<file path="config.mk">
export PLATFORM = sky130hd
export DESIGN_NAME = su_serial_unit
export DESIGN_NICKNAME = d
export VERILOG_FILES = /design/src/su_pkg.sv /design/src/su_serial_unit.sv /design/src/su_baud.sv /design/src/su_rx.sv
export SDC_FILE = /design/constraint.sdc
export NUM_CORES = 1
export LEC_CHECK = 0
export BUFFER_PORTS_ARGS = -buffer_cell sky130_fd_sc_hd__buf_2
export CAP_MARGIN = 40
export CORE_MARGIN = 1.5
export CORE_UTILIZATION = 30
export CTS_CLUSTER_DIAMETER = 80
export DETAILED_ROUTE_END_ITERATION = 8
export PLACE_DENSITY_LB_ADDON = 0.2
export SYNTH_ARGS = -nofsm -noshare
export SYNTH_HDL_FRONTEND = slang
export SYNTH_HIERARCHICAL = 1
export SYNTH_SLANG_ARGS = --single-unit
</file>
<file path="constraint.sdc">
create_clock -name ref_clk -period 7.7 [get_ports ref_clk]
set_input_delay 1.155 -clock ref_clk [delete_from_list [all_inputs] [get_ports ref_clk]]
set_output_delay 1.155 -clock ref_clk [all_outputs]
set_load 0.01 [all_outputs]
</file>
<file path="src/su_pkg.sv">
package su_pkg;
	// Register indices on the plain register port
	localparam logic [3:0] ADDR_MODE = 4'h0;
	localparam logic [3:0] ADDR_CTRL = 4'h1;
	localparam logic [3:0] ADDR_TXBUF = 4'h2;
	localparam logic [3:0] ADDR_STAT = 4'h3;
	localparam logic [3:0] ADDR_RXBUF = 4'h4;
	localparam logic [3:0] ADDR_PORT = 4'h5;
	localparam logic [3:0] ADDR_BAUD = 4'h6;
	// Mode register fields
	localparam int MODE_SYNC = 7;
	localparam int MODE_PAR_EN = 5;
	localparam int MODE_PAR_ODD = 4;
	// Control register fields
	localparam int CTRL_TXE_IE = 7;
	localparam int CTRL_RX_IE = 6;
	localparam int CTRL_TX_ON = 5;
	localparam int CTRL_RX_ON = 4;
	localparam int CTRL_TXD_IE = 2;
	localparam int CTRL_CKS1 = 1;
	localparam int CTRL_CKS0 = 0;
	// Status register fields
	localparam int STAT_TXE = 7;
	localparam int STAT_RXF = 6;
	localparam int STAT_OVR = 5;
	localparam int STAT_FER = 4;
	localparam int STAT_PER = 3;
	localparam int STAT_TXD = 2;
	// Port register fields
	localparam int PORT_DIR = 1;
	localparam int PORT_DAT = 0;
	// Reset values
	localparam logic [7:0] MODE_RST = 8'h00;
	localparam logic [7:0] CTRL_RST = 8'h00;
	localparam logic [7:0] PORT_RST = 8'h00;
	localparam logic [7:0] BAUD_RST = 8'h00;
	localparam logic [7:0] BUF_RST = 8'h00;
	// Timing counts in basic-clock ticks and bits
	localparam logic [3:0] OVS_LAST = 4'hF;
	localparam logic [3:0] SAMPLE_PT = 4'h8;
	localparam logic [2:0] BITS_LAST = 3'h7;
	typedef enum logic [2:0] {RX_IDLE, RX_START, RX_DATA, RX_PAR, RX_STOP} su_rx_state_t;
	typedef enum logic [2:0] {TX_IDLE, TX_START, TX_DATA, TX_PAR, TX_STOP} su_tx_state_t;
endpackage

</file>
<file path="src/su_serial_unit.sv">
// Added by the designer: strobed register access and the register addresses.
`timescale 1ns/1ps
// Operation
// - All four serial requests also leave on one shared interrupt output.
// - Transmit-empty request while its flag and enable are both one.
// - Transmit-done request while its flag and enable are both one.
// - Receive-full and receive-error requests, both gated by the receive interrupt enable.
// - Transmit-empty and transmit-done flags reset to one.
// - Buffer write clears transmit-empty; move to shift register sets it.
// - Buffer writes always accepted; unsent byte is overwritten.
// - Overrun sets its flag, keeps receive-full, skips the buffer copy.
// - Coinciding errors set all flags; reading after overrun clears receive-full.
// - Reception halts while an error is pending and restarts during a break once the errors are cleared, so framing fault reappears.
// - Clearing transmit enable resets the transmitter unless synchronous receive is on; pin follows port latch.
// - Synchronous transmit never starts while a receive error flag is set.
// - Clearing receive enable leaves the error flags alone.
// - Asynchronous receiver runs at sixteen times bit rate, syncs on start.
// - Each bit is latched on the eighth basic-clock edge.
// - Frame end with receive-full set is an overrun, unless the receive buffer is read in the same cycle.
// - Reading the receive buffer clears receive-full.
// - Stop bit sent with empty buffer sets transmit-done and marks line.
module su_serial_unit (
	input wire logic ref_clk,
	input wire logic resetn,
	input wire logic [3:0] reg_addr,
	input wire logic [7:0] reg_wdata,
	input wire logic reg_wr,
	input wire logic reg_rd,
	output logic [7:0] reg_rdata,
	input wire logic rx_line,
	output logic tx_line_o,
	output logic tx_line_oe_n,
	output logic serial_clk_o,
	output logic serial_clk_oe_n,
	output logic rx_full_irq,
	output logic tx_empty_irq,
	output logic tx_done_irq,
	output logic rx_error_irq,
	output logic serial_irq
);
	import su_pkg::*;
	logic [7:0] mode_q, ctrl_q, port_q, baud_q, tx_buf_q, rx_buf_q, rdata_q;
	logic tx_empty_q, tx_done_q, rx_full_q, ovr_q, fer_q, per_q;
	su_tx_state_t tx_st;
	logic [3:0] ph_q;
	logic [2:0] bit_q;
	logic [7:0] tx_sh_q, rx_sh_q;
	logic par_q, rx_act_q, srx_end_q;
	logic tick, bit_end, sync, err_any, tx_on, rx_on, buf_wr, buf_rd, stat_wr;
	logic load, tx_go, arx_done, arx_perr, arx_ferr, rx_lvl, rx_end, end_fer, end_per;
	logic [7:0] arx_data, end_data;

	assign sync = mode_q[MODE_SYNC];
	assign tx_on = ctrl_q[CTRL_TX_ON];
	assign rx_on = ctrl_q[CTRL_RX_ON];
	assign err_any = ovr_q | fer_q | per_q;
	assign buf_wr = reg_wr && (reg_addr == ADDR_TXBUF);
	assign buf_rd = reg_rd && (reg_addr == ADDR_RXBUF);
	assign stat_wr = reg_wr && (reg_addr == ADDR_STAT);

	////////////////////////////////////////////////////////////////
	// Submodules
	su_baud u_baud (
		.ref_clk(ref_clk),
		.resetn(resetn),
		.divisor(baud_q),
		.tick(tick)
	);

	// Receiver halts while any error is pending, as a stuck flag would hide data
	su_rx u_rx (
		.ref_clk(ref_clk),
		.resetn(resetn),
		.rx_line(rx_line),
		.tick(tick),
		.enable(rx_on && !sync && !err_any),
		.par_en(mode_q[MODE_PAR_EN]),
		.par_odd(mode_q[MODE_PAR_ODD]),
		.rx_lvl(rx_lvl),
		.done(arx_done),
		.data(arx_data),
		.par_err(arx_perr),
		.frm_err(arx_ferr)
	);

	////////////////////////////////////////////////////////////////
	// Configuration registers
	always_ff @(posedge ref_clk or negedge resetn) begin
		if (!resetn) begin
			mode_q <= MODE_RST;
			ctrl_q <= CTRL_RST;
			port_q <= PORT_RST;
			baud_q <= BAUD_RST;
		end else if (reg_wr) begin
			if (reg_addr == ADDR_MODE) mode_q <= reg_wdata;
			if (reg_addr == ADDR_CTRL) ctrl_q <= reg_wdata;
			if (reg_addr == ADDR_PORT) port_q <= reg_wdata;
			if (reg_addr == ADDR_BAUD) baud_q <= reg_wdata;
		end
	end

	// Write-anytime buffer; an unsent byte is simply replaced
	always_ff @(posedge ref_clk or negedge resetn) begin
		if (!resetn) begin
			tx_buf_q <= BUF_RST;
		end else if (buf_wr) begin
			tx_buf_q <= reg_wdata;
		end
	end

	////////////////////////////////////////////////////////////////
	// Transmit engine; shared bit timing also clocks synchronous receive
	assign bit_end = tick && (ph_q == OVS_LAST);
	assign tx_go = tx_on && !tx_empty_q && !(sync && err_any);
	assign load = (tx_st == TX_IDLE || ((tx_st == TX_STOP || (sync && bit_q == BITS_LAST
		&& tx_st == TX_DATA)) && bit_end)) && tx_go;

	always_ff @(posedge ref_clk or negedge resetn) begin
		if (!resetn) begin
			tx_st <= TX_IDLE;
			ph_q <= 4'h0;
			bit_q <= 3'h0;
			tx_sh_q <= 8'hFF;
			par_q <= 1'b0;
			rx_act_q <= 1'b0;
		end else if (!tx_on && !(sync && rx_on)) begin
			tx_st <= TX_IDLE;
			ph_q <= 4'h0;
			bit_q <= 3'h0;
			tx_sh_q <= 8'hFF;
		end else begin
			if (tick) ph_q <= ph_q + 4'h1;
			if (load || (tx_st == TX_IDLE && sync && rx_on && !err_any)) begin
				// A receive-only synchronous frame sends ones
				tx_sh_q <= load ? tx_buf_q : 8'hFF;
				par_q <= mode_q[MODE_PAR_ODD];
				rx_act_q <= rx_on;
				bit_q <= 3'h0;
				if (tx_st == TX_IDLE) ph_q <= 4'h0;
				tx_st <= sync ? TX_DATA : TX_START;
			end else if (bit_end) begin
				unique case (tx_st)
					TX_IDLE: tx_st <= TX_IDLE;
					TX_START: tx_st <= TX_DATA;
					TX_DATA: begin
						par_q <= par_q ^ tx_sh_q[0];
						tx_sh_q <= {1'b1, tx_sh_q[7:1]};
						bit_q <= bit_q + 3'h1;
						if (bit_q == BITS_LAST) begin
							tx_st <= sync ? TX_IDLE : (mode_q[MODE_PAR_EN] ? TX_PAR : TX_STOP);
						end
					end
					TX_PAR: tx_st <= TX_STOP;
					TX_STOP: tx_st <= TX_IDLE;
				endcase
			end
		end
	end

	// Synchronous receive: sample on the rising serial clock, end with the last bit
	always_ff @(posedge ref_clk or negedge resetn) begin
		if (!resetn) begin
			rx_sh_q <= BUF_RST;
			srx_end_q <= 1'b0;
		end else begin
			srx_end_q <= sync && rx_act_q && tx_st == TX_DATA && bit_end && bit_q == BITS_LAST;
			if (sync && tx_st == TX_DATA && tick && ph_q == SAMPLE_PT) begin
				rx_sh_q <= {rx_lvl, rx_sh_q[7:1]};
			end
		end
	end

	assign rx_end = arx_done || srx_end_q;
	assign end_data = sync ? rx_sh_q : arx_data;
	assign end_fer = !sync && arx_ferr;
	assign end_per = !sync && arx_perr;

	////////////////////////////////////////////////////////////////
	// Transmit flags: the software clear wins over the hardware set
	always_ff @(posedge ref_clk or negedge resetn) begin
		if (!resetn) begin
			tx_empty_q <= 1'b1;
			tx_done_q <= 1'b1;
		end else begin
			if (buf_wr) tx_empty_q <= 1'b0;
			else if (load) tx_empty_q <= 1'b1;
			if (load || buf_wr) tx_done_q <= 1'b0;
			else if (tx_st == TX_STOP && bit_end) tx_done_q <= 1'b1;
		end
	end

	// Receive buffer and flags; errors clear only by writing zero
	always_ff @(posedge ref_clk or negedge resetn) begin
		if (!resetn) begin
			rx_buf_q <= BUF_RST;
			rx_full_q <= 1'b0;
			ovr_q <= 1'b0;
			fer_q <= 1'b0;
			per_q <= 1'b0;
		end else begin
			if (stat_wr) begin
				if (!reg_wdata[STAT_RXF]) rx_full_q <= 1'b0;
				if (!reg_wdata[STAT_OVR]) ovr_q <= 1'b0;
				if (!reg_wdata[STAT_FER]) fer_q <= 1'b0;
				if (!reg_wdata[STAT_PER]) per_q <= 1'b0;
			end
			if (buf_rd) rx_full_q <= 1'b0;
			if (rx_end) begin
				if (end_fer) fer_q <= 1'b1;
				if (end_per) per_q <= 1'b1;
				// A read in the same cycle frees the buffer, so the new byte lands
				if (rx_full_q && !buf_rd) begin
					ovr_q <= 1'b1;
				end else begin
					rx_buf_q <= end_data;
					if (!end_fer && !end_per) rx_full_q <= 1'b1;
				end
			end
		end
	end

	////////////////////////////////////////////////////////////////
	// Read port: data stands in the cycle after the strobe only
	always_ff @(posedge ref_clk or negedge resetn) begin
		if (!resetn) begin
			rdata_q <= 8'h00;
		end else if (reg_rd) begin
			unique case (reg_addr)
				ADDR_MODE: rdata_q <= mode_q;
				ADDR_CTRL: rdata_q <= ctrl_q;
				ADDR_TXBUF: rdata_q <= tx_buf_q;
				ADDR_STAT: rdata_q <= {tx_empty_q, rx_full_q, ovr_q, fer_q, per_q, tx_done_q, 2'b00};
				ADDR_RXBUF: rdata_q <= rx_buf_q;
				ADDR_PORT: rdata_q <= port_q;
				ADDR_BAUD: rdata_q <= baud_q;
				default: rdata_q <= 8'h00;
			endcase
		end else begin
			rdata_q <= 8'h00;
		end
	end
	assign reg_rdata = rdata_q;

	////////////////////////////////////////////////////////////////
	// Pins; with transmit off the line is a plain port pin
	always_comb begin
		if (tx_on) begin
			tx_line_oe_n = 1'b0;
			unique case (tx_st)
				TX_START: tx_line_o = 1'b0;
				TX_DATA: tx_line_o = tx_sh_q[0];
				TX_PAR: tx_line_o = par_q;
				default: tx_line_o = 1'b1;
			endcase
		end else begin
			tx_line_oe_n = !port_q[PORT_DIR];
			tx_line_o = port_q[PORT_DAT];
		end
	end

	// Clock output low in the first half bit, idles high between frames
	assign serial_clk_oe_n = !(sync && !ctrl_q[CTRL_CKS1]);
	assign serial_clk_o = !(sync && tx_st == TX_DATA && ph_q < SAMPLE_PT);

	// Requests, each also merged onto one shared output
	assign tx_empty_irq = tx_empty_q && ctrl_q[CTRL_TXE_IE];
	assign tx_done_irq = tx_done_q && ctrl_q[CTRL_TXD_IE];
	assign rx_full_irq = rx_full_q && ctrl_q[CTRL_RX_IE];
	assign rx_error_irq = err_any && ctrl_q[CTRL_RX_IE];
	assign serial_irq = tx_empty_irq | tx_done_irq | rx_full_irq | rx_error_irq;
endmodule

</file>
<file path="src/su_baud.sv">
`timescale 1ns/1ps
module su_baud (
	input wire logic ref_clk,
	input wire logic resetn,
	input wire logic [7:0] divisor,
	output logic tick
);
	import su_pkg::*;
	logic [7:0] cnt_q;

	// Basic clock: one pulse every divisor+1 cycles
	always_ff @(posedge ref_clk or negedge resetn) begin
		if (!resetn) begin
			cnt_q <= BAUD_RST;
		end else if (cnt_q >= divisor) begin
			cnt_q <= 8'h00;
		end else begin
			cnt_q <= cnt_q + 8'h01;
		end
	end

	assign tick = (cnt_q >= divisor);
endmodule

</file>
<file path="src/su_rx.sv">
`timescale 1ns/1ps
module su_rx (
	input wire logic ref_clk,
	input wire logic resetn,
	input wire logic rx_line,
	input wire logic tick,
	input wire logic enable,
	input wire logic par_en,
	input wire logic par_odd,
	output logic rx_lvl,
	output logic done,
	output logic [7:0] data,
	output logic par_err,
	output logic frm_err
);
	import su_pkg::*;
	su_rx_state_t st_q;
	logic s1_q, s2_q, s3_q, lvl_q;
	logic [3:0] ph_q;
	logic [2:0] bit_q;
	logic [7:0] sh_q;
	logic perr_q, done_q, ferr_q;
	logic smp;

	// Three-stage synchroniser; a change counts once stages two and three agree
	always_ff @(posedge ref_clk or negedge resetn) begin
		if (!resetn) begin
			s1_q <= 1'b1;
			s2_q <= 1'b1;
			s3_q <= 1'b1;
			lvl_q <= 1'b1;
		end else begin
			s1_q <= rx_line;
			s2_q <= s1_q;
			s3_q <= s2_q;
			if (s2_q == s3_q) lvl_q <= s3_q;
		end
	end

	// Mid-bit sample on the 8th basic-clock edge after the start edge
	assign smp = tick && (ph_q == SAMPLE_PT);

	// Frame engine; idle restarts on a low level so a break keeps framing
	always_ff @(posedge ref_clk or negedge resetn) begin
		if (!resetn) begin
			st_q <= RX_IDLE;
			ph_q <= 4'h0;
			bit_q <= 3'h0;
			sh_q <= BUF_RST;
			perr_q <= 1'b0;
			done_q <= 1'b0;
			ferr_q <= 1'b0;
		end else begin
			done_q <= 1'b0;
			if (!enable) begin
				st_q <= RX_IDLE;
			end else begin
				if (tick) ph_q <= ph_q + 4'h1;
				unique case (st_q)
					RX_IDLE: begin
						ph_q <= 4'h0;
						if (tick && !lvl_q) st_q <= RX_START;
					end
					RX_START: if (smp) begin
						st_q <= lvl_q ? RX_IDLE : RX_DATA;
						bit_q <= 3'h0;
					end
					RX_DATA: if (smp) begin
						sh_q <= {lvl_q, sh_q[7:1]};
						bit_q <= bit_q + 3'h1;
						if (bit_q == BITS_LAST) st_q <= par_en ? RX_PAR : RX_STOP;
					end
					RX_PAR: if (smp) begin
						perr_q <= (^sh_q) ^ lvl_q ^ par_odd;
						st_q <= RX_STOP;
					end
					RX_STOP: if (smp) begin
						ferr_q <= !lvl_q;
						if (!par_en) perr_q <= 1'b0;
						done_q <= 1'b1;
						st_q <= RX_IDLE;
					end
				endcase
			end
		end
	end

	assign rx_lvl = lvl_q;
	assign done = done_q;
	assign data = sh_q;
	assign par_err = perr_q;
	assign frm_err = ferr_q;
endmodule

</file>
==> metrics <==
status complete, no violations; post-synth top area cell dfrtp_1; Rows between 50 and 60; fmax 300 MHz; CTS tree built; Sequential Power Share around two fifths; worst slew pin tran slightly below 900 ps; type of the worst setup path flop to output port; Starting Density 30.5%; Final WS setup 4370 ps; Final Wtd Congestion 0.860; residual DRC count 0; initial antenna violation count 0; Clock transition at path regs 60 ps; Gate power share 20.9%; final hold viol count 0; Seq/Total Area, Yosys 48.9%; DRT Pass-1 Iters 4; Area Growth Syn to Fin 15.9%; nets 640; Final period util 43.3%; PostCTS Resize Cnt 0; reg2reg start baud_q[7]; Async SR Flop Fraction 100%; Final ANT Viol Nets 0; Die Area 0.0222 sq mm; die width 149 um; fraction of layout cells with a size suffix above 1 26.5%; worst hold stages 0; root cell of the clock tree clkbuf_16; Synth Area in Adders about 3.5%; chip height 149 um; Req. time, crit path ~6600 ps; power density over the cells between 200 and 300 mW/mm^2; Max Slew Vio Count 0; crit end category output port; Vias/cell 5.12; Startpoint Class flop; top post-synthesis cells by count dfrtp_1, mux2_2, nor2_1, nand2_1, o21ai_0; storage element area 0.00312 sq mm; GRT Total Usage 15.6%; min-delay worst type flop to flop; Worst Hold Path EP u_rx/s2_q; initial drt markers around 290; Top FF cell, synth dfrtp_1; share of the synthesized area in the top cell type 43.1%; Worst Setup SP tx_st[1]; Syn. warnings 6; Final setup violation count 0; syn_area_per_cell 11.1 sq um; number of enable flip-flop cells after synthesis 0; Cells after Synth roughly 580; CTS sink count 124; largest family of logic cells by synthesized area simple AND/OR/NAND/NOR gates; first-pass GRT wire length about 26000 um; Leakage 3.26 nW; CP Max Fanout 12; multi-input logic area ~0.0031 sq mm; P_int 1.50 mW; largest net degree at the start of global routing 64; Slew HR about two fifths; Worst-Skew Late Latency 420 ps; H-tree lvl count 4; Net Sw Frac 30.1%; Routed WL per cell 18.1 um; post-route total power 2.15 mW; RR Endpoint u_rx/data[4]; synth unique cells 80; PortBufs 33; Num CTS Buffers 17; most instantiated library cell after synthesis dfrtp_1; core area 0.0210 sq mm; I/O Pins 34; Synth Area in Simple Gates 15.5%; DP Wirelength between 10000 and 15000 um; filler instances roughly 2100; max_cap viols 0; Seq cells post-synth 124; sw power 646 uW; Mapped Area about 0.0064 sq mm; Worst Hold Launch u_rx/s1_q; Hold Buf Count CTS 0; Post-Syn Nets between 600 and 700; # Post-CTS Setup Buffers 0; RSZ-0062 raised after global routing false; grt ovf 0; Synth Area in XOR/XNOR under 10%; vias in the first global route 4658; clock power share 38.3%; vias post-DR between 4000 and 5000; final core utilization 35.3%; Max Buffers Root-to-Sink 2; clock skew 7.64 ps; minimum clock period 3330 ps; mux cell area share after synthesis 14.5%; Worst Path Arrival 2180 ps; n_diodes 0; worst vdd ir 0.109 mV; drt total wl around 16000 um; reg-to-reg slack, setup 4370 ps; main area contributors after synthesis dfrtp_1, mux2_2, dfstp_2; TNS Setup 0 ps; pre-CTS setup slack 4330 ps; compound-gate portion of the synthesized area 11.7%; R2R depth 9
[final cells by class]
type | instances | area share [%]
flip-flops and latches | 124 | 42.2
inverters | 19 | 0.963
clock buffers | 19 | 6.12
clock inverters | 13 | 2.21
repair buffers | 36 | 2.57
multi-input cells | 408 | 41.3
well taps | 275 | 4.65
[critical path: stages, from the launching register on]
cell	delay (ps)
dfrtp_1	580
nor3b_2	560
nand2_1	170
or2_2	310
buf_2	150
[metrics by stage]
| stage | std cells | area [sq um] | hold WS (ps) |
|---|---|---|---|
| after floorplan | 576 | 6380 | 345 |
| after global placement | 862 | 6790 | 347 |
| after detailed placement | 862 | 6790 | 347 |
| after CTS | 894 | 7400 | 356 |
| after global routing | 894 | 7400 | 363 |
| final | 894 | 7400 | 355 |
[worst max-delay path by stage]
stage | to | slack [ps] | depth (start not counted)
6_report | serial_clk_o | 4370 | 4
5_1_grt | u_rx/data[3] | 4100 | 9
4_1_cts | u_rx/data[4] | 4330 | 9
3_5_place_dp | u_rx/data[1] | 4330 | 9
3_3_place_gp | u_rx/data[1] | 4500 | 9
2_1_floorplan | tx_sh_q[0] | 5030 | 12
[logic make-up (layout without fill, tap and decap cells)]
logic type      count (synthesis)  in the layout
mux                            81             81
buf+inv                        44             87
xor+xnor                       18             18
simple gates                  185            185
flops                         124            124
compound gates                106            106
fa+ha+maj                      18             18
[power groups by stage]
stage | Sequential (mW) | Clock (mW) | Combinational (mW)
after floorplan | 0.838 | 0 | 0.359
after global placement | 0.883 | 0 | 0.443
after detailed placement | 0.885 | 0 | 0.454
final | 0.876 | 0.824 | 0.449
after CTS | 0.876 | 0.847 | 0.456
after global routing | 0.891 | 0.879 | 0.505
[metal layers]
layer	vias to the layer above	track usage, %	share of wire (%)
met2	80	25.8	50
li1	2147	-	-
met3	11	3.30	3.0
met4	0	4.85	1.1
met5	-	0	0
met1	2336	20.4	46
[cells in the final DEF, fill, tap and decap left out, types with 7 or more instances in the layout]
master | netlist | final
mux2i_1 | 17 | 17
mux2_2 | 60 | 60
buf_2 | 10 | 32
xnor2_1 | 9 | 9
nor3_1 | 18 | 18
o21ai_0 | 27 | 27
clkbuf_16 | 0 | 17
a21oi_1 | 25 | 25
o2bb2ai_1 | 7 | 7
nand3_1 | 14 | 14
ha_1 | 17 | 17
nand2b_1 | 9 | 9
nor2_1 | 54 | 54
dfstp_2 | 14 | 14
dfrtp_1 | 110 | 110
inv_1 | 19 | 19
nand2_1 | 32 | 32
xor2_1 | 8 | 8
and3_1 | 9 | 9
nor2b_1 | 9 | 9
Power figures use the tool's default switching activity.
